--- src/core/incsk_pkg.sv ---
// constants for the increment-and-skip execute block
package incsk_pkg;
	localparam logic [5:0] OPC_SKIP_ZERO    = 6'h0F;  // 0011 11
	localparam logic [5:0] OPC_SKIP_NONZERO = 6'h12;  // 0100 10
	localparam int         OPC_HI           = 15;
	localparam int         OPC_LO           = 10;
	localparam int         DEST_BIT         = 9;
	localparam int         BANK_BIT         = 8;
	localparam logic [7:0] INDEXED_LIMIT    = 8'h5F;
	localparam logic [7:0] ACCESS_HI_BASE   = 8'h60;
	localparam logic [3:0] ACCESS_HI_BANK   = 4'hF;
	localparam logic [3:0] ACCESS_LO_BANK   = 4'h0;
	localparam logic [7:0] ONE              = 8'h01;
	localparam logic [7:0] ZERO             = 8'h00;
	localparam logic [1:0] SQUASH_ONE       = 2'h1;
	localparam logic [1:0] SQUASH_TWO       = 2'h2;
	typedef enum logic [1:0] {Q1, Q2, Q3, Q4} incsk_phase_t;
	typedef enum logic {OP_SKIP_ZERO, OP_SKIP_NONZERO} incsk_op_t;
endpackage : incsk_pkg

--- src/core/incsk_decode.sv ---
// opcode decoder for the two increment-and-skip instructions
`timescale 1ns/100ps
module incsk_decode (
	input  wire logic [15:0] instr,          // instruction word
	output logic             hit,            // one of the two opcodes
	output logic             is_nonzero,     // skip-if-nonzero variant
	output logic             dest_file,      // write back to file
	output logic             bank_ptr_mode,  // bank pointer addressing
	output logic [7:0]       file_addr       // file operand
);
	wire [5:0] opc = instr[incsk_pkg::OPC_HI:incsk_pkg::OPC_LO];
	assign is_nonzero    = (opc == incsk_pkg::OPC_SKIP_NONZERO);                 // RL2
	assign hit           = (opc == incsk_pkg::OPC_SKIP_ZERO) || is_nonzero;      // RL1
	assign dest_file     = instr[incsk_pkg::DEST_BIT];                           // RL3
	assign bank_ptr_mode = instr[incsk_pkg::BANK_BIT];                           // RL3
	assign file_addr     = instr[7:0];                                           // RL3
endmodule : incsk_decode

--- src/core/incsk_exec.sv ---
// execute logic for the increment-and-skip instructions
//
// Operation
// [RL1] The skip-if-zero opcode is six fixed upper bits, a destination bit, a bank bit, an 8-bit file address.
// [RL2] The skip-if-nonzero opcode has the same layout with its own six fixed upper bits.
// [RL3] The file operand spans 0..255 in a bank, destination and bank selectors are one bit each.
// [RL4] Skip-if-nonzero squashes the prefetched instruction on a nonzero result, taking two cycles.
// [RL5] Decode in Q1, read the file in Q2, increment in Q3, write the destination in Q4.
// [RL6] Destination bit 0 writes the accumulator, 1 writes back to the file register.
// [RL7] Bank bit 0 uses the access bank, 1 uses the bank pointer to pick the bank.
// [RL8] With the extended set on, bank bit 0 and operand at most 95 use indexed literal offset.
// [RL9] Skip-if-zero squashes on zero; skipping a two-word instruction takes three cycles; no flags change.
`timescale 1ns/100ps
module incsk_exec (
	input  wire logic        clk,             // 10 MHz core clock
	input  wire logic        arst_n,          // async reset, active low
	input  wire logic [15:0] instr,           // instruction word, held for the cycle
	input  wire logic        instr_valid,     // instruction present at Q1
	input  wire logic        next_two_word,   // prefetched instruction is two words
	input  wire logic        ext_set_en,      // extended instruction set enabled
	input  wire logic [3:0]  bank_pointer,    // bank pointer register
	input  wire logic [11:0] index_base,      // index register for literal offset
	input  wire logic [7:0]  file_rd_data,    // file read data
	output logic             q1_q,            // phase marker: start of cycle
	output logic             file_rd_q,       // file read strobe
	output logic [11:0]      file_addr_q,     // full data address
	output logic             file_wr_q,       // file write strobe
	output logic             acc_wr_q,        // accumulator write strobe
	output logic [7:0]       result_q,        // incremented value
	output logic             squash_q,        // prefetched word replaced by idle
	output logic             busy_q,          // instruction in flight
	output logic             status_wr_q      // status flag write, never set here
);
	// ----------------------------------------------------------------
	// decode
	// ----------------------------------------------------------------
	logic       hit, is_nz, dest_file, bank_mode;
	logic [7:0] f_addr;
	incsk_decode u_dec (
		.instr         (instr),
		.hit           (hit),
		.is_nonzero    (is_nz),
		.dest_file     (dest_file),
		.bank_ptr_mode (bank_mode),
		.file_addr     (f_addr)
	);

	incsk_pkg::incsk_phase_t phase_q, phase_d;
	incsk_pkg::incsk_op_t    op_q;
	logic        active_q, dest_q;
	logic [7:0]  data_q;
	logic [1:0]  squash_cnt_q;
	logic [11:0] addr_d;
	logic [7:0]  inc_val;
	logic        do_skip;

	wire indexed  = ext_set_en && !bank_mode && (f_addr <= incsk_pkg::INDEXED_LIMIT); // RL8
	wire acc_high = f_addr >= incsk_pkg::ACCESS_HI_BASE;
	always_comb begin
		if (bank_mode)
			addr_d = {bank_pointer, f_addr};                                        // RL7
		else if (indexed)
			addr_d = index_base + {4'h0, f_addr};                                   // RL8
		else if (acc_high)
			addr_d = {incsk_pkg::ACCESS_HI_BANK, f_addr};                           // RL7
		else
			addr_d = {incsk_pkg::ACCESS_LO_BANK, f_addr};                           // RL7
	end

	assign inc_val = data_q + incsk_pkg::ONE;
	assign do_skip = (op_q == incsk_pkg::OP_SKIP_NONZERO) ? (inc_val != incsk_pkg::ZERO) // RL4
	                                                      : (inc_val == incsk_pkg::ZERO); // RL9
	wire start = (phase_q == incsk_pkg::Q1) && instr_valid && hit && squash_cnt_q == 2'h0;

	always_comb begin
		case (phase_q)
			incsk_pkg::Q1: phase_d = incsk_pkg::Q2;
			incsk_pkg::Q2: phase_d = incsk_pkg::Q3;
			incsk_pkg::Q3: phase_d = incsk_pkg::Q4;
			default:       phase_d = incsk_pkg::Q1;
		endcase
	end

	// ----------------------------------------------------------------
	// four-phase sequencing
	// ----------------------------------------------------------------
	always_ff @(posedge clk or negedge arst_n) begin
		if (!arst_n) begin
			phase_q      <= incsk_pkg::Q1;
			op_q         <= incsk_pkg::OP_SKIP_ZERO;
			active_q     <= 1'b0;
			dest_q       <= 1'b0;
			data_q       <= incsk_pkg::ZERO;
			squash_cnt_q <= 2'h0;
			q1_q         <= 1'b0;
			file_rd_q    <= 1'b0;
			file_addr_q  <= 12'h000;
			file_wr_q    <= 1'b0;
			acc_wr_q     <= 1'b0;
			result_q     <= incsk_pkg::ZERO;
			squash_q     <= 1'b0;
			busy_q       <= 1'b0;
			status_wr_q  <= 1'b0;
		end else begin
			phase_q     <= phase_d;
			q1_q        <= (phase_d == incsk_pkg::Q1);
			file_rd_q   <= 1'b0;
			file_wr_q   <= 1'b0;
			acc_wr_q    <= 1'b0;
			status_wr_q <= 1'b0;                                                    // RL9
			if (start) begin                                                        // RL5
				active_q    <= 1'b1;
				op_q        <= is_nz ? incsk_pkg::OP_SKIP_NONZERO : incsk_pkg::OP_SKIP_ZERO;
				dest_q      <= dest_file;
				file_addr_q <= addr_d;
				file_rd_q   <= 1'b1;                                                // RL5
				busy_q      <= 1'b1;
			end
			if (active_q && phase_q == incsk_pkg::Q2)
				data_q <= file_rd_data;                                             // RL5
			if (active_q && phase_q == incsk_pkg::Q3)
				result_q <= inc_val;                                                // RL5
			if (active_q && phase_q == incsk_pkg::Q3) begin
				file_wr_q <= dest_q;                                                // RL6
				acc_wr_q  <= !dest_q;                                               // RL6
			end
			if (active_q && phase_q == incsk_pkg::Q4) begin
				active_q <= 1'b0;
				if (do_skip)
					squash_cnt_q <= next_two_word ? incsk_pkg::SQUASH_TWO
					                              : incsk_pkg::SQUASH_ONE;          // RL9
			end else if (phase_q == incsk_pkg::Q4 && squash_cnt_q != 2'h0)
				squash_cnt_q <= squash_cnt_q - 2'h1;
			if (phase_q == incsk_pkg::Q4) begin
				squash_q <= active_q ? do_skip : (squash_cnt_q > 2'h1);             // RL4
				busy_q   <= active_q ? do_skip : (squash_cnt_q > 2'h1);
			end
		end
	end

	// ----------------------------------------------------------------
	// checks
	// ----------------------------------------------------------------
	property p_wr_q4;
		@(posedge clk) disable iff (!arst_n) file_wr_q |-> phase_q == incsk_pkg::Q4;
	endproperty
	a_wr_q4: assert property (p_wr_q4) else $error("write outside q4"); // RL5
	property p_rd_q2;
		@(posedge clk) disable iff (!arst_n) file_rd_q |-> phase_q == incsk_pkg::Q2;
	endproperty
	a_rd_q2: assert property (p_rd_q2) else $error("read outside q2"); // RL5
	property p_one_dest;
		@(posedge clk) disable iff (!arst_n) !(file_wr_q && acc_wr_q);
	endproperty
	a_one_dest: assert property (p_one_dest) else $error("two destinations"); // RL6
	property p_dest_sel;
		@(posedge clk) disable iff (!arst_n) start |-> ##3 (file_wr_q == $past(dest_file, 3));
	endproperty
	a_dest_sel: assert property (p_dest_sel) else $error("wrong destination"); // RL6
	property p_inc;
		@(posedge clk) disable iff (!arst_n)
			(active_q && phase_q == incsk_pkg::Q3) |=> result_q == $past(data_q) + incsk_pkg::ONE;
	endproperty
	a_inc: assert property (p_inc) else $error("bad increment"); // RL5
	property p_nz_skip;
		@(posedge clk) disable iff (!arst_n)
			(start && is_nz) ##3 (result_q != incsk_pkg::ZERO) |=> squash_q;
	endproperty
	a_nz_skip: assert property (p_nz_skip) else $error("nonzero skip missed"); // RL4
	property p_z_skip;
		@(posedge clk) disable iff (!arst_n)
			(start && !is_nz) ##3 (result_q == incsk_pkg::ZERO) |=> squash_q;
	endproperty
	a_z_skip: assert property (p_z_skip) else $error("zero skip missed"); // RL9
	property p_no_flags;
		@(posedge clk) disable iff (!arst_n) !status_wr_q;
	endproperty
	a_no_flags: assert property (p_no_flags) else $error("status changed"); // RL9
	property p_bank;
		@(posedge clk) disable iff (!arst_n)
			(start && bank_mode) |=> file_addr_q == {$past(bank_pointer), $past(f_addr)};
	endproperty
	a_bank: assert property (p_bank) else $error("bank address wrong"); // RL7
	property p_decode;
		@(posedge clk) disable iff (!arst_n)
			start |-> (instr[15:10] == incsk_pkg::OPC_SKIP_ZERO
			        || instr[15:10] == incsk_pkg::OPC_SKIP_NONZERO);
	endproperty
	a_decode: assert property (p_decode) else $error("bad decode"); // RL1
endmodule : incsk_exec

--- config.mk ---
export PLATFORM = sky130hd
export DESIGN_NAME = incsk_exec
export DESIGN_NICKNAME = d
export VERILOG_FILES = /design/src/core/incsk_pkg.sv /design/src/core/incsk_decode.sv /design/src/core/incsk_exec.sv
export SDC_FILE = /design/constraint.sdc
export NUM_CORES = 1
export LEC_CHECK = 0
export BUFFER_PORTS_ARGS = -buffer_cell sky130_fd_sc_hd__buf_2
export CAP_MARGIN = 15
export CORE_MARGIN = 5
export CORE_UTILIZATION = 47
export DETAILED_ROUTE_END_ITERATION = 8
export PLACE_DENSITY = 0.76
export SYNTH_ARGS = -nofsm -noshare
export SYNTH_HDL_FRONTEND = slang
export SYNTH_SLANG_ARGS = --single-unit
--- constraint.sdc ---
create_clock -name clk -period 2.43 [get_ports clk]
set_clock_uncertainty 0.15 [all_clocks]
set_input_delay 0.1215 -clock clk [delete_from_list [all_inputs] [get_ports clk]]
set_output_delay 0.1215 -clock clk [all_outputs]
set_load 0.01 [all_outputs]
# After elaboration in Yosys (flattened, before gate mapping)

Index checks and enable logic that the tools add are counted.

Bits in registers: 41
Output and inout port bits: 27
Word-level logic and storage cells: 65

Add/subtract/negate cells: 3
Order comparisons: 3
Equality and inequality tests: 6
Mux-type cells: 17
Reductions and logical operators: 22

Operators with widths:

| operator              | count |
|---|---|
| $mux W12              | 3 |
| $add A12 B8 Y12       | 1 |
| $logic_and A1 B1 Y1   | 9 |
| $mux W1               | 9 |
| $add A8 B1 Y8 const B | 1 |
| $ge A8 B7 Y1 const B  | 1 |
| $le A8 B7 Y1 const B  | 1 |
| $logic_not A8 Y1      | 1 |
| $mux W2               | 4 |
| $reduce_bool A2 Y1    | 4 |
| $reduce_bool A8 Y1    | 1 |
| $eq A6 B4 Y1 const B  | 1 |
| $eq A6 B5 Y1 const B  | 1 |
| $logic_not A2 Y1      | 3 |
| $pmux W2 S3           | 1 |
| $eq A2 B2 Y1 const B  | 2 |
| $eq A2 B1 Y1 const B  | 1 |
| $gt A2 B1 Y1 const B  | 1 |
| $logic_not A1 Y1      | 2 |
| $ne A2 B2 Y1 const B  | 1 |
| $reduce_and A2 Y1     | 1 |
| $sub A2 B1 Y2 const B | 1 |
| $logic_or A1 B1 Y1    | 1 |

# Longest topological paths before layout

Depth after elaboration: 6
Depth in mapped cells: 10

# Hierarchy

From an unflattened synthesis, not the netlist that was laid out.

Cells, all modules: 277
Area, all modules: 2,531.2 um^2

Modules (own cells, without submodules):

| module       | times used | cells an instance | area an instance (um^2) |
|---|---|---|---|
| incsk_exec   | 1          | 262               | 2,418.6 |
| incsk_decode | 1          | 15                | 112.6 |

# Worst setup path before layout

No wires, ideal clock.

Path type: reg2reg
Start point: register data_q[2]
End point: register squash_cnt_q[0]
Library setup time: 0.126 ns
Arrival: 1.992 ns
Data required time: 2.154 ns
Slack: 0.162 ns
Cell stages (with the launch flop): 9
Buffers on the path: 2
Clock period less this slack: 2.268 ns
Cell sequence: dfrtp_1 > buf_6 > and3_4 > buf_6 > or3b_1 > a222oi_1 > xnor2_1 > nor2_1 > a311o_1

Cells in the longest elaborated chain, start to end: 5
Elaborated cells on any way between the ends: 6
Classes of those cells: 1 x add/sub; 1 x eq/ne; 1 x mux; 3 x reduce/logical

RTL lines:

| item                                                          | line                               | RTL |
|---|---|---|
| start, declared                                               | incsk_exec.sv:51                   | `logic [7:0] data_q;` |
| start signal, assigned                                        | incsk_exec.sv:93                   | `data_q <= incsk_pkg::ZERO;` |
| start signal, assigned                                        | incsk_exec.sv:120                  | `data_q <= file_rd_data;` |
| $add A8 B1 Y8 (*)                                             | incsk_exec.sv:70                   | `assign inc_val = data_q + incsk_pkg::ONE;` |
| $logic_not A8 Y1 / $reduce_bool A8 Y1 (equally long branches) | incsk_exec.sv:72, incsk_exec.sv:71 |  |
| $mux W1 (*)                                                   | incsk_exec.sv:71                   | `assign do_skip = (op_q == incsk_pkg::OP_SKIP_NONZERO) ? (inc_val != incsk_pkg::ZERO)` |
| $ne A2 B2 Y1 (no source line) (*)                             | n/a                                |  |
| $reduce_and A2 Y1 (no source line) (*)                        | n/a                                |  |
| end signal, assigned                                          | incsk_exec.sv:130                  | `squash_cnt_q <= next_two_word ? incsk_pkg::SQUASH_TWO` |
| end signal, assigned                                          | incsk_exec.sv:133                  | `squash_cnt_q <= squash_cnt_q - 2'h1;` |
| end, declared                                                 | incsk_exec.sv:52                   | `logic [1:0] squash_cnt_q;` |

Mark *: on every way between the ends. The rest lies on a longest branch, timed or not.
A chain may end at the register's enable or synchronous reset.

# Worst setup path in the final report

Start point: register data_q[1]
End point: register squash_cnt_q[0]

The elaborated chain is that of the path after synthesis.

==> results.cfg <==
[global_routing]
grt_pass1_vias = 2148
grt.total_usage_pct = 17.7
grt-ovfl-total = 0
grt_pass1_wl_um = 9250
antenna_found_initial = 0
grt_max_degree = 42

[finish]
antennaDiodeCount = 0
fill_cells = 465
seqCellArea_um2 = 1030
final_cell_mix = buf_2 (70), dfrtp_1 (41), nand2_1 (28)
syn2layout_area_growth_pct = 30.8
final_common_cell = buf_2
multi_input_area_um2 = 1330
drive_gt1_share_pct = 31.9
finalNetCount = 417

[clock_tree]
cts_inserted_buffers = 5
htreeDepth = 2
worst_skew_pair.late_latency_ps = 290
clock_path_buffers = 2
cts_tree = built
clockRootBuffer = clkbuf_8
clkTransAtPathRegs_ps = 70
cts.sinks = 41

[synth]
synth_top_area_cell = dfrtp_1
ys_warn_count = 0
avgSynthCellArea_um2 = 9.65
syn_area_um2 = 2470
synthTopCellsByArea = dfrtp_1 (42%), ha_1 (8.6%), nand2_1 (4.3%), mux2_2 (4.1%), o21ai_1 (3.4%)
synth_cells = 256
seq_area_frac_synth_pct = 41.5
syn_nets = 319
synth_cell_type_count = 54
ys.flop_type = dfrtp_1
synth_top_cell_area_share_pct = 41.5
synth_edf_count = 0
ys_seq_elements = 41
async_reset_ff_share_pct = 100

[setup_path]
worstPathCellList = and3_4, or3b_1, a222oi_1, xnor2_1, a311o_1
critPathLaunchType = flip-flop
cp_num_buf_inv = 0
endpoint_kind = flip-flop
critPathTopFamily = compound AO/OA/AOI/OAI gates
cp.arrival_ps = 2340
cp_max_fo = 5
worst_path_max_delay_cell = a222oi_1
crit_path_max_incr_delay_ps = 460
path_class = reg -> reg
required_ps = 2460

[die]
chipWidth_um = 82.5
fp.dieH_um = 82.5
design.die.area_um2 = 6800
start_util_pct = 48.4
num_rows = 26
ios = 72
core_area_um2 = 5110

[route]
drtIter0Drc = 115
drc = 0
first_pass_iters = 4
wirelength_um = 5630
via_count = 2185
avgViaCountPerCell = 5.15
wl_per_cell_um = 13.3
drtAntennaViolNets = 0

[sta]
max_freq_mhz = 432
hold_viol = 0
worstMarginPinSlew_ps = 886
finalCritPeriodShare_pct = 95.2
setup_viol = 0
fin_crit_ps = 2310
rsz0062_at_grt = yes
setup_tns_ps = 0
report.final.slew_viol_count = 0
relSlewSlack_pct = 40.9

[min_path]
hp-class = in -> reg

[power_and_ir_drop]
leakage_nw = 1.61
vdd_ir_drop_max_uv = 209
power.total_w = 0.00172
p_per_area_nw_per_um2 = 532

[status]
status = finished, final reports clean

[placed_design]
post-dp-hpwl_um = 4250
place.port_buffers = 70
gp_congestion = 0.955

[job]
drv_cap = 0
[routing by layer]
metal / part of all wire, % / routed length (um) / vias to the layer above / global-route usage [%]
met5: 0 / 0 / - / 0
met4: 1.3 / 71 / 0 / 5.39
met3: 6.5 / 368 / 7 / 3.47
met2: 50 / 2800 / 64 / 31.6
met1: 42 / 2390 / 1012 / 21.4
li1: - / - / 1102 / -
[stage by stage]
step | setup slack (ps) | hold WS [ps] | area [um2] | util, % | instances
after floorplan | 162 | -324 | 2470 | - | 256
after global placement | 137 | 142 | 2910 | 56.9 | 395
after detailed placement | 58.6 | 144 | 2910 | 56.9 | 395
after CTS | 20.7 | 7.16 | 3190 | 62.4 | 421
after global routing | -8.02 | 18.6 | 3230 | 63.3 | 424
final | 117 | 19.1 | 3230 | 63.3 | 424
[synthesized netlist by cell type (all sizes together) (2+ instances only)]
library cell / count
a211oi: 2
a21o: 3
a21oi: 14
a221oi: 2
a31oi: 3
and2: 2
and3: 5
buf: 4
clkbuf: 8
dfrtp: 41
ha: 17
inv: 13
mux2: 9
mux2i: 5
nand2: 28
nand3: 7
nand3b: 2
nand4: 4
nand4b: 2
nor2: 14
nor2b: 5
nor3: 7
o21ai: 22
or3: 3
xnor2: 7
xor2: 6
[worst paths after layout]
kind                             startpoint         endpoint  slack [ps]  depth (start not counted)
worst max-delay path              data_q[1]  squash_cnt_q[0]         120                          5
max in group asynchronous            arst_n             op_q        1240                          2
min in group asynchronous            arst_n             q1_q         330                          2
worst min-delay path               instr[5]   file_addr_q[5]          20                          3
worst min register to register  result_q[2]      result_q[2]         330                          2
worst max register to register    data_q[1]  squash_cnt_q[0]         120                          5
[report_power, final]
part           internal, W  switching [W]  leakage [nW]
clock             0.000224       0.000225        0.0433
combinational     0.000226       0.000228          1.05
sequential        0.000761      0.0000546         0.516
[state kept, by name, indices dropped and copies added, names as in the netlist, 2 cells and up]
signal        cells
result_q          8
file_addr_q      12
squash_cnt_q      2
data_q            8
phase_q           2
[final cells by class]
cell class                      instances  area share [%]
Clock buffer                            6            2.56
Clock inverter                          1           0.232
Inverter                               13            1.51
Multi-Input combinational cell        190            41.2
Sequential cell                        41            31.8
Tap cell                               70            2.71
Timing Repair Buffer                  103            20.0
[worst register-to-register path: stages (launching register included)]
cell      delay (ps)
dfrtp_1          410
and3_4           200
or3b_1           360
a222oi_1         460
xnor2_1          240
a311o_1          380
[cell families (layout without fill, tap and decap cells)]
family                   count (synthesis)  after routing  synth area share [%]
XOR/XNOR                                13             13                  4.61
buffers and inverters                   25            123                  5.37
multiplexers                            14             14                  6.13
adder cells (fa/ha/maj)                 18             18                  9.42
other                                    1              1                 0.152
flip-flops                              41             41                  41.5
AO/OA/AOI/OAI                           56             56                  14.0
AND/OR/NAND/NOR                         88             88                  18.7
[repair_timing]
| item | 4_1_cts | 5_1_grt |
|---|---|---|
| resized for setup | 0 | 5 |
| hold endpoints to repair | 58 | 0 |
| hold buffers | 19 | 0 |
| setup endpoints to repair | 0 | 5 |
| setup buffers | 0 | 3 |
No activity file was read; power rests on OpenSTA's default activity.
